`src/trig_mask_regs.svh`:
```
`ifndef TRIG_MASK_REGS_SVH
`define TRIG_MASK_REGS_SVH
//------------------------------------------------------------
// Overview of operation
//------------------------------------------------------------

//------------------------------------------------------------
// Register offsets
//------------------------------------------------------------
`define OFS_OR_AVAIL    18'h09DD0
`define OFS_OR_SEL      18'h09DDA
`define OFS_CH_AVAIL_LO 18'h09E02
`define OFS_CH_AVAIL_HI 18'h09E03
`define OFS_CH_SEL_LO   18'h09E0C
`define OFS_CH_SEL_HI   18'h09E0D
`define OFS_OS_FACTOR   18'h30DBB

//------------------------------------------------------------
// General mask bit positions
//------------------------------------------------------------
`define BIT_SOFT        0
`define BIT_EXT0        1
`define BIT_EXT1        2
`define BIT_EXTRA_TRIGGER_INPUT_A        8
`define BIT_EXTRA_TRIGGER_INPUT_B        9

//------------------------------------------------------------
// Reset values and board build
//------------------------------------------------------------
`define OR_SEL_RST      32'h0000_0001
`define ZERO32          32'h0000_0000
`define OS_ONE          16'h0001
`define OS_ZERO         16'h0000
`define BOARD_ACQ       1'b1
`define EXT1_FITTED     1'b0
`define CH_AVAIL_LO     32'h0000_00FF
`define CH_AVAIL_HI     32'h0000_0000
`define PIPE_LAT        17'h0_0007
`define EXT_SRC_MASK    32'h0000_0306
`endif

```
`src/trig_mask_pkg.sv`:
```
package trig_mask_pkg;
  // Register access request
  typedef struct packed {
    logic        wr;
    logic        rd;
    logic [17:0] addr;
    logic [31:0] wdata;
  } reg_req_t;

  // Software commands and settings from the driver
  typedef struct packed {
    logic        arm;
    logic        stop;
    logic        force_trig;
    logic        trig_en;
    logic        trigger_out_direction;
    logic        clk_out_en;
    logic [15:0] delay;
    logic [15:0] os_factor;
  } ctrl_t;

  // Evaluated source conditions
  typedef struct packed {
    logic [1:0] ext_cond;
    logic [1:0] extra_cond;
    logic       and_hit;
  } src_t;

  typedef enum logic [2:0] {
    ST_IDLE  = 3'b001,
    ST_WAIT  = 3'b010,
    ST_DELAY = 3'b100
  } state_t;
endpackage

```
`src/trig_delay.sv`:
```
`timescale 1ns/10ps
`default_nettype none
`include "trig_mask_regs.svh"
module trig_delay (
  input  wire logic        clk_in,
  input  wire logic        sys_rst_in,
  input  wire logic        start_in,
  input  wire logic        tick_in,
  input  wire logic [16:0] count_in,
  output logic             done_out
);
  logic [16:0] cnt_reg;
  logic        busy_reg;

  //------------------------------------------------------------
  // Delay counter
  //------------------------------------------------------------
  // Counts capture ticks down, done pulse on reaching zero
  always_ff @(posedge clk_in) begin
    if (sys_rst_in) begin
      cnt_reg  <= 17'h0_0000;
      busy_reg <= 1'b0;
      done_out <= 1'b0;
    end else begin
      done_out <= 1'b0;
      if (start_in) begin
        cnt_reg  <= count_in;
        busy_reg <= 1'b1;
      end else if (busy_reg && cnt_reg == 17'h0_0000) begin
        busy_reg <= 1'b0;
        done_out <= 1'b1;
      end else if (busy_reg && tick_in) begin
        cnt_reg  <= cnt_reg - 17'h0_0001;
      end
    end
  end
endmodule // trig_delay
`default_nettype wire

```
`src/trigger_or_mask_engine.sv`:
```
`timescale 1ns/10ps
`default_nettype none
`include "trig_mask_regs.svh"
module trigger_or_mask_engine (
  input  wire logic                     clk_in,
  input  wire logic                     sys_rst_in,
  input  wire trig_mask_pkg::reg_req_t  reg_req_in,
  input  wire trig_mask_pkg::ctrl_t     ctrl_in,
  input  wire trig_mask_pkg::src_t      src_in,
  input  wire logic [63:0]              chan_cond_in,
  input  wire logic                     extra_fitted_in,
  output logic [31:0]                   reg_rdata_out,
  output logic                          reg_ack_out,
  output logic                          trig_out,
  output logic                          trig_pin_out,
  output logic                          trig_pin_oe_out,
  output logic                          capture_en_out,
  output logic                          conv_clk_out,
  output logic [47:0]                   timestamp_out,
  output logic                          waiting_out
);
  trig_mask_pkg::state_t state_reg;
  trig_mask_pkg::state_t state_next;
  logic [31:0] or_sel_reg;
  logic [31:0] ch_sel_reg [2];
  logic [31:0] ch_avail [2];
  logic [31:0] or_avail;
  logic [31:0] gen_cond;
  logic [1:0]  ch_hit;
  logic [15:0] os_factor_reg;
  logic [15:0] div_cnt_reg;
  logic        tick_reg;
  logic        extra_fit_reg;
  logic [47:0] ts_reg;
  logic        or_hit;
  logic        ext_hit;
  logic        take;
  logic        cause_int_reg;
  logic        delay_done;
  logic [16:0] delay_total;

  //------------------------------------------------------------
  // Address decode
  //------------------------------------------------------------
  function automatic logic hit_at(input logic [17:0] a,
                                  input logic [17:0] ofs);
    hit_at = (a == ofs);
  endfunction

  //------------------------------------------------------------
  // Availability masks
  //------------------------------------------------------------
  // Fitted option captured by a clocked stage
  always_ff @(posedge clk_in) begin
    if (sys_rst_in) begin
      extra_fit_reg <= 1'b0;
    end else begin
      extra_fit_reg <= extra_fitted_in;
    end
  end

  // Only existing sources show a set bit
  always_comb begin
    or_avail = `ZERO32;
    or_avail[`BIT_SOFT] = 1'b1;
    or_avail[`BIT_EXT0] = 1'b1;
    or_avail[`BIT_EXT1] = `EXT1_FITTED;
    or_avail[`BIT_EXTRA_TRIGGER_INPUT_A] = extra_fit_reg;
    or_avail[`BIT_EXTRA_TRIGGER_INPUT_B] = extra_fit_reg;
  end

  // Generator boards offer no channel sources
  assign ch_avail[0] = `BOARD_ACQ ? `CH_AVAIL_LO : `ZERO32;
  assign ch_avail[1] = `BOARD_ACQ ? `CH_AVAIL_HI : `ZERO32;

  //------------------------------------------------------------
  // Register writes
  //------------------------------------------------------------
  // General OR mask, software trigger selected after reset
  always_ff @(posedge clk_in) begin
    if (sys_rst_in) begin
      or_sel_reg <= `OR_SEL_RST;
    end else if (reg_req_in.wr && hit_at(reg_req_in.addr, `OFS_OR_SEL)) begin
      or_sel_reg <= reg_req_in.wdata;
    end
  end

  // Channel OR mask words
  always_ff @(posedge clk_in) begin
    if (sys_rst_in) begin
      ch_sel_reg[0] <= `ZERO32;
      ch_sel_reg[1] <= `ZERO32;
    end else if (reg_req_in.wr) begin
      if (hit_at(reg_req_in.addr, `OFS_CH_SEL_LO)) begin
        ch_sel_reg[0] <= reg_req_in.wdata;
      end
      if (hit_at(reg_req_in.addr, `OFS_CH_SEL_HI)) begin
        ch_sel_reg[1] <= reg_req_in.wdata;
      end
    end
  end

  //------------------------------------------------------------
  // Register reads
  //------------------------------------------------------------
  // One-cycle answer, unmapped offsets read zero
  always_ff @(posedge clk_in) begin
    if (sys_rst_in) begin
      reg_ack_out   <= 1'b0;
      reg_rdata_out <= `ZERO32;
    end else begin
      reg_ack_out   <= reg_req_in.rd | reg_req_in.wr;
      reg_rdata_out <= `ZERO32;
      if (reg_req_in.rd) begin
        if (hit_at(reg_req_in.addr, `OFS_OR_AVAIL)) begin
          reg_rdata_out <= or_avail;
        end
        if (hit_at(reg_req_in.addr, `OFS_OR_SEL)) begin
          reg_rdata_out <= or_sel_reg;
        end
        if (hit_at(reg_req_in.addr, `OFS_CH_AVAIL_LO)) begin
          reg_rdata_out <= ch_avail[0];
        end
        if (hit_at(reg_req_in.addr, `OFS_CH_AVAIL_HI)) begin
          reg_rdata_out <= ch_avail[1];
        end
        if (hit_at(reg_req_in.addr, `OFS_CH_SEL_LO)) begin
          reg_rdata_out <= ch_sel_reg[0];
        end
        if (hit_at(reg_req_in.addr, `OFS_CH_SEL_HI)) begin
          reg_rdata_out <= ch_sel_reg[1];
        end
        if (hit_at(reg_req_in.addr, `OFS_OS_FACTOR)) begin
          reg_rdata_out <= {16'h0000, os_factor_reg};
        end
      end
    end
  end

  //------------------------------------------------------------
  // Oversampling and capture rate
  //------------------------------------------------------------
  // Factor from the driver, zero treated as one
  always_ff @(posedge clk_in) begin
    if (sys_rst_in) begin
      os_factor_reg <= `OS_ONE;
    end else if (ctrl_in.os_factor == `OS_ZERO) begin
      os_factor_reg <= `OS_ONE;
    end else begin
      os_factor_reg <= ctrl_in.os_factor;
    end
  end

  // Capture path ticks once per factor converter clocks
  always_ff @(posedge clk_in) begin
    if (sys_rst_in) begin
      div_cnt_reg <= `OS_ZERO;
      tick_reg    <= 1'b0;
    end else if (div_cnt_reg >= os_factor_reg - `OS_ONE) begin
      div_cnt_reg <= `OS_ZERO;
      tick_reg    <= 1'b1;
    end else begin
      div_cnt_reg <= div_cnt_reg + `OS_ONE;
      tick_reg    <= 1'b0;
    end
  end

  assign capture_en_out = tick_reg;

  // Converter clock marker on the clock output
  always_ff @(posedge clk_in) begin
    if (sys_rst_in) begin
      conv_clk_out <= 1'b0;
    end else if (ctrl_in.clk_out_en) begin
      conv_clk_out <= ~conv_clk_out;
    end else begin
      conv_clk_out <= 1'b0;
    end
  end

  // Timestamp on every converter clock, cleared at start
  always_ff @(posedge clk_in) begin
    if (sys_rst_in || ctrl_in.arm) begin
      ts_reg <= 48'h0000_0000_0000;
    end else begin
      ts_reg <= ts_reg + 48'h0000_0000_0001;
    end
  end

  //------------------------------------------------------------
  // OR mask stage
  //------------------------------------------------------------
  // General sources as mask-shaped condition word
  always_comb begin
    gen_cond = `ZERO32;
    gen_cond[`BIT_SOFT] = 1'b1;
    gen_cond[`BIT_EXT0] = src_in.ext_cond[0];
    gen_cond[`BIT_EXT1] = src_in.ext_cond[1];
    gen_cond[`BIT_EXTRA_TRIGGER_INPUT_A] = src_in.extra_cond[0];
    gen_cond[`BIT_EXTRA_TRIGGER_INPUT_B] = src_in.extra_cond[1];
  end

  // Channel words masked by select and availability
  genvar w;
  generate
    for (w = 0; w < 2; w++) begin : g_ch
      assign ch_hit[w] = |(chan_cond_in[w*32 +: 32] & ch_sel_reg[w] & ch_avail[w]);
    end
  endgenerate

  assign or_hit  = |(gen_cond & or_sel_reg & or_avail) | (|ch_hit);
  assign ext_hit = |(gen_cond & or_sel_reg & or_avail & `EXT_SRC_MASK);
  assign take    = ctrl_in.force_trig
                 | (ctrl_in.trig_en & (or_hit | src_in.and_hit));

  //------------------------------------------------------------
  // Trigger sequencer
  //------------------------------------------------------------
  always_comb begin
    state_next = state_reg;
    unique case (state_reg)
      trig_mask_pkg::ST_IDLE: begin
        if (ctrl_in.arm) begin
          state_next = trig_mask_pkg::ST_WAIT;
        end
      end
      trig_mask_pkg::ST_WAIT: begin
        if (take) begin
          state_next = trig_mask_pkg::ST_DELAY;
        end
      end
      trig_mask_pkg::ST_DELAY: begin
        if (delay_done) begin
          state_next = trig_mask_pkg::ST_WAIT;
        end
      end
      default: begin
        state_next = trig_mask_pkg::ST_IDLE;
      end
    endcase
    if (ctrl_in.stop) begin
      state_next = trig_mask_pkg::ST_IDLE;
    end
  end

  always_ff @(posedge clk_in) begin
    if (sys_rst_in) begin
      state_reg <= trig_mask_pkg::ST_IDLE;
    end else begin
      state_reg <= state_next;
    end
  end

  // Cause kind kept; an external event is echoed when force or the software source bit is also set
  always_ff @(posedge clk_in) begin
    if (sys_rst_in) begin
      cause_int_reg <= 1'b0;
    end else if (state_reg == trig_mask_pkg::ST_WAIT && take) begin
      cause_int_reg <= ctrl_in.force_trig | ~ext_hit
                     | or_sel_reg[`BIT_SOFT];
    end
  end

  // Compensation only while sampling synchronously
  assign delay_total = {1'b0, ctrl_in.delay}
                     + ((os_factor_reg == `OS_ONE) ? `PIPE_LAT : 17'h0_0000);

  trig_delay u_delay (
    .clk_in     (clk_in),
    .sys_rst_in (sys_rst_in),
    .start_in   (state_reg == trig_mask_pkg::ST_WAIT && take && !ctrl_in.stop),
    .tick_in    (tick_reg),
    .count_in   (delay_total),
    .done_out   (delay_done)
  );

  //------------------------------------------------------------
  // Trigger outputs
  //------------------------------------------------------------
  always_ff @(posedge clk_in) begin
    if (sys_rst_in) begin
      trig_out        <= 1'b0;
      trig_pin_out    <= 1'b0;
      trig_pin_oe_out <= 1'b0;
      waiting_out     <= 1'b0;
      timestamp_out   <= 48'h0000_0000_0000;
    end else begin
      trig_out        <= delay_done & (state_reg == trig_mask_pkg::ST_DELAY);
      trig_pin_out    <= delay_done & cause_int_reg & (state_reg == trig_mask_pkg::ST_DELAY)
                       & ctrl_in.trigger_out_direction;
      trig_pin_oe_out <= ctrl_in.trigger_out_direction;
      waiting_out     <= (state_next == trig_mask_pkg::ST_WAIT);
      if (delay_done && state_reg == trig_mask_pkg::ST_DELAY) begin
        timestamp_out <= ts_reg;
      end
    end
  end
endmodule // trigger_or_mask_engine
`default_nettype wire

```
`config.mk`:
```
export PLATFORM = sky130hd
export DESIGN_NAME = trigger_or_mask_engine
export DESIGN_NICKNAME = d
export VERILOG_FILES = /design/src/trig_mask_pkg.sv /design/src/trig_delay.sv /design/src/trigger_or_mask_engine.sv
export VERILOG_INCLUDE_DIRS = /design/src
export SDC_FILE = /design/constraint.sdc
export NUM_CORES = 1
export LEC_CHECK = 0
export ABC_AREA = 1
export BUFFER_PORTS_ARGS = -buffer_cell sky130_fd_sc_hd__buf_2
export CORE_ASPECT_RATIO = 0.7
export CORE_MARGIN = 4
export CORE_UTILIZATION = 35
export DETAILED_ROUTE_END_ITERATION = 7
export REMOVE_ABC_BUFFERS = 1
export SYNTH_ARGS = -nofsm -noshare
export SYNTH_HDL_FRONTEND = slang
export SYNTH_SLANG_ARGS = --single-unit
```
`constraint.sdc`:
```
create_clock -name clk_in -period 9.1 [get_ports clk_in]
set_input_delay 1.365 -clock clk_in [delete_from_list [all_inputs] [get_ports clk_in]]
set_output_delay 1.365 -clock clk_in [all_outputs]
set_load 0.01 [all_outputs]
```
Word-level counts from Yosys, hierarchy flattened:

Memories as Yosys holds them, arrays and structs flattened.
Cells that the tools add are included.

* register bits: 223
* memory bits (writable): 64
* word-level logic and storage cells: 114
* memories kept: 1

Memories
* ch_sel_reg: words 2, width 32, read ports 2, clocked after memory_dff 0, write ports 2, RTL line trigger_or_mask_engine.sv:25 `logic [31:0] ch_sel_reg [2];`

* add/subtract/negate cells: 5
* order comparisons: 1
* equal/unequal tests: 13
* multiplexer cells: 32
* bitwise logic cells: 20
* reduce and logical (&&, ||, !) cells: 22

Operator list (number)
* $mux W32: 7
* $eq A18 B16 Y1 const B: 6
* $mux W17: 3
* $add A48 B1 Y48 const B: 1
* $and A10 B32 Y32: 1
* $and A32 B10 Y32: 1
* $reduce_or A32 Y1: 1
* $eq A18 B18 Y1 const B: 1
* $add A16 B3 Y17: 1
* $logic_not A17 Y1: 1
* $sub A17 B1 Y17 const B: 1
* $add A16 B1 Y16 const B: 1
* $eq A16 B1 Y1 const B: 1
* $ge A16 B16 Y1: 1
* $logic_not A16 Y1: 1
* $mux W16: 1
* $sub A16 B1 Y16 const B: 1
* $mux W3: 5
* $mux W1: 14
* $mux W10: 1
* $reduce_or A2 Y1: 5
* $pmux W3 S3: 1
* $and A8 B8 Y8: 1
* $or A1 B1 Y1: 8
* 14 further kinds: 28

Depth between registers and ports, before layout:

* depth in word-level cells: 11
* depth in mapped cells: 17
* depth with buffers taken out: 17

Hierarchy:

Synthesis repeated with hierarchy kept, for this count alone.

* cell total of the unflattened synthesis: 1889
* area, all modules: 14137.3 sq um

Modules (own cells, without submodules)
* trigger_or_mask_engine: times used 1, cells each 1656, area an instance 12767.2 sq um, sequential area each 6005.8 sq um
* trig_delay: times used 1, cells each 233, area an instance 1370.1 sq um, sequential area each 380.4 sq um

Least setup slack after synthesis:

OpenSTA, ideal clock, no wires.

* path kind: in2reg
* start: in reg_req_in[46] (netlist bit)
* end: mem ch_sel_reg[1][0] (netlist: ch_sel_reg[0][32]), enable pin
* library setup time: 0.466 ns
* arrival: 4.503 ns
* required time: 8.634 ns
* path slack: 4.132 ns
* stages: 7
* path buffers: 2
* cell sequence: inv_1 -> nand2_1 -> nor3_4 -> nand4_1 -> buf_2 -> clkbuf_1 -> o21ai_0

RTL lines
* start, declared: RTL line trigger_or_mask_engine.sv:7 `input wire trig_mask_pkg::reg_req_t reg_req_in,`
* end, declared: RTL line trigger_or_mask_engine.sv:25

Worst setup path in the final report:

* start: in reg_req_in[40] (netlist bit)
* end: reg or_sel_reg[30]

* longest elaborated chain between the ends: 2

Ends and longest elaborated chain
* $eq A18 B16 Y1: RTL line trigger_or_mask_engine.sv:47 `hit_at = (a == ofs);`
* $logic_and A1 B1 Y1: RTL line trigger_or_mask_engine.sv:83 `` end else if (reg_req_in.wr && hit_at(reg_req_in.addr, `OFS_OR_SEL)) begin ``
* end signal, assigned: RTL line trigger_or_mask_engine.sv:82 `` or_sel_reg <= `OR_SEL_RST; ``
* end signal, assigned: RTL line trigger_or_mask_engine.sv:84 `or_sel_reg <= reg_req_in.wdata;`
* end, declared: RTL line trigger_or_mask_engine.sv:24 `logic [31:0] or_sel_reg;`

Every way passes these cells.
A chain may end at the register's enable or synchronous reset.

==> results.sh <==
export IMPL_outcome="completed"
export IMPL_grt_max_degree=67
export IMPL_wl_um=38900
export IMPL_worst_slack_ns=5.43
export IMPL_wl_met2_um=16600
export IMPL_syn_area_um2=13500
export IMPL_root_buffer="clkbuf_16"
export IMPL_first_iter_violations=923
export IMPL_rsz0062_at_grt="false"
export IMPL_crit_required_ns=9.58
export IMPL_die_area_um2=41900
export IMPL_top_layer_used="met5"
export IMPL_ys_async_sr_fraction_pct=0
export IMPL_final_net_count=2122
export IMPL_crit_arrival_ns=4.15
export IMPL_hpwl_um=28000
export IMPL_largest_reg_flops=64
export IMPL_grt_antenna_before_repair=8
export IMPL_timing_rr_start="os_factor_reg[4]"
export IMPL_grt_pass1_wl_um=61900
export IMPL_htreeDepth=1
export IMPL_synthToLayoutAreaGrowth_pct=17.7
export IMPL_clk_latency_ns=0.58
export IMPL_drc=0
export IMPL_grt_remaining_overflow=0
export IMPL_timing_max_slew_rel_slack_pct=23.1
export IMPL_synthDistinctLibCells=49
export IMPL_numCtsBuffers=29
export IMPL_synth_avg_cell_area_um2=7.66
export IMPL_peakVddDrop_mv=0.127
export IMPL_min_path_type="flip-flop to flip-flop"
export IMPL_power_frac_comb_pct=5.1
export IMPL_post_cts_buffers=0
export IMPL_rows=59
export IMPL_place_worst_setup_slack_ns=4.84
export IMPL_yosys_warnings=0
export IMPL_synthFlopType="dfxtp_1"
export IMPL_finalHoldViolations=0
export IMPL_drt_met1_wl_um=18800
export IMPL_avgViaCountPerCell=4.93
export IMPL_final_seq_area_um2=6390
export IMPL_fmaxAchievable_mhz=272
export IMPL_cts_hold_buffers=0
export IMPL_powerDensity_nw_per_um2=172
export IMPL_crit_fanout=64
export IMPL_cts_tree="done"
export IMPL_p_leak_nw=6.80
export IMPL_vias=12100
export IMPL_maxSlewViolCount=0
export IMPL_ant_nets=0
export IMPL_drv_cap=0
export IMPL_synth_largest_area_cell="dfxtp_1"
export IMPL_end_kind="flip-flop"
export IMPL_min_delay_start="conv_clk_out"
export IMPL_critPathKind="input port to flip-flop"
export IMPL_finish_instance_area_um2=15900
export IMPL_tightest_slew_ns=1.15
export IMPL_die_y_um=173
export IMPL_p_switching_uw=623
export IMPL_placed_area_um2=14900
export IMPL_multi_input_area_um2=5960
export IMPL_final_common_cell="nand2_1"
export IMPL_finalClockSkew_ns=0.0233
export IMPL_stdcell_count=2446
export IMPL_synthTopCellsByArea="dfxtp_1 (33%), edfxtp_1 (14%), nand2_1 (8.2%)"
export IMPL_cts_resized=0
export IMPL_synth_top_area_share_pct=33.0
export IMPL_synthCells=1767
export IMPL_finalCritPeriodShare_pct=40.3
export IMPL_final_cell_mix="nand2_1 (296), nor2_1 (246), inv_1 (241)"
export IMPL_cts_buffer_depth=3
export IMPL_cts_sinks=287
export IMPL_ios=249
export IMPL_met3_length_um=2520
export IMPL_first_global_vias=11300
export IMPL_io_buffers=191
export IMPL_routedWlPerCell_um=15.9
export IMPL_p_int_mw=2.11
export IMPL_p_clk_share_pct=46.1
export IMPL_cp_startpoint="reg_req_in[40]"
export IMPL_layout_min_cycle_time_ns=3.67
export IMPL_crit_path_start_kind="input port"
export IMPL_synth_edf_count=64
export IMPL_switching_share_pct=22.8
export IMPL_gp_congestion=0.928
export IMPL_die_width_um=243
export IMPL_synth_seq_area_share_pct=47.2
export IMPL_num_fill_cells=3864
export IMPL_initial_core_util_pct=35.9
export IMPL_grt_usage_pct=18.1
export IMPL_setup_viol=0
export IMPL_drtPass1Iterations=6
export IMPL_dp_cells=2392
export IMPL_final_layout_size_suffix_gt1_share_pct=15.2
export IMPL_p_seq_share_pct=48.8
export IMPL_setup_tns_final_ns=0
export IMPL_core_region_area_um2=37600
export IMPL_ys_ff_latch=287
export IMPL_path_clk_slew_ns=0.07
## power by group through the flow
stage	Combinational [mW]	Sequential, mW	Clock [mW]
finish	0.139	1.34	1.26
global route	0.161	1.34	1.34
CTS	0.140	1.34	1.29
detailed placement	0.140	1.36	0
global placement	0.137	1.36	0
floorplan	0.0773	1.36	0
## Yosys cell counts, types with 2 or more instances
library cell,instances
o21ai_1,12
inv_2,3
clkbuf_1,40
buf_4,2
buf_2,15
clkbuf_2,2
clkinv_2,2
ha_1,24
a21oi_1,143
nor2_2,9
nand2_1,297
dfxtp_1,223
edfxtp_1,64
nor3_2,5
nor3_4,3
nand3_1,119
o211ai_1,3
xor2_1,35
inv_1,242
nor2_4,4
o221ai_1,16
nor3b_1,3
nand2_2,5
nor2_1,246
o21bai_1,6
nand3_2,6
o21ai_0,101
nor4_1,11
xnor2_1,15
and3_1,3
nor3_1,42
nor3b_2,2
or2_0,8
nor4_2,3
o21a_1,3
nand4_1,33
nand2_4,2
buf_1,4
## metal layers
layer  up-vias  track usage (%)
li1       6117                -
met1      5560             25.6
met2       290             27.9
met3        75             4.44
met4        14             4.23
met5         -                0
## stage by stage
stage | util (%) | hold WS, ns | power (mW)
2_1_floorplan | - | 0.417 | 1.44
3_3_place_gp | 39.6 | 0.392 | 1.50
3_5_place_dp | 39.6 | 0.400 | 1.50
4_1_cts | 42.3 | 0.409 | 2.76
5_1_grt | 42.3 | 0.432 | 2.84
6_report | 42.3 | 0.402 | 2.74
## critical path, cell delays in order
cell,delay [ns]
buf_2,0.10
inv_1,0.06
nor2_1,0.04
nand2_1,0.18
inv_1,0.06
nand2_1,0.06
inv_1,0.06
nand2_2,0.51
clkinv_2,0.36
nand2_2,0.92
o21ai_0,0.20
a21oi_1,0.18
## layout make-up
| cell class | count | share of cell area (%) |
|---|---|---|
| repair buffers | 201 | 6.47 |
| multi-input cells | 1168 | 37.4 |
| well taps | 488 | 3.83 |
| clock buffers | 35 | 5.03 |
| clock inverters | 18 | 1.27 |
| flip-flops and latches | 287 | 40.1 |
| diodes | 1 | 0.0157 |
| inverters | 248 | 5.86 |
## logic make-up (layout without fill, tap and decap cells)
| logic type | count (synthesis) | after routing | synth area share (%) |
|---|---|---|---|
| flops | 287 | 287 | 47.2 |
| other cells | 0 | 1 | 0 |
| xor+xnor | 50 | 50 | 3.24 |
| buf+inv | 312 | 502 | 8.94 |
| fa+ha+maj | 25 | 25 | 2.37 |
| simple gates | 805 | 805 | 26.9 |
| compound gates | 288 | 288 | 11.4 |
## worst paths after layout
check	to	slack (ns)	depth (start not counted)
worst max-delay path	or_sel_reg[30]	5.43	12
worst min register to register	conv_clk_out	0.40	1
worst max register to register	u_delay.cnt_reg[12]	5.63	17
worst min-delay path	conv_clk_out	0.40	1
No activity file was read; power rests on OpenSTA's default activity.
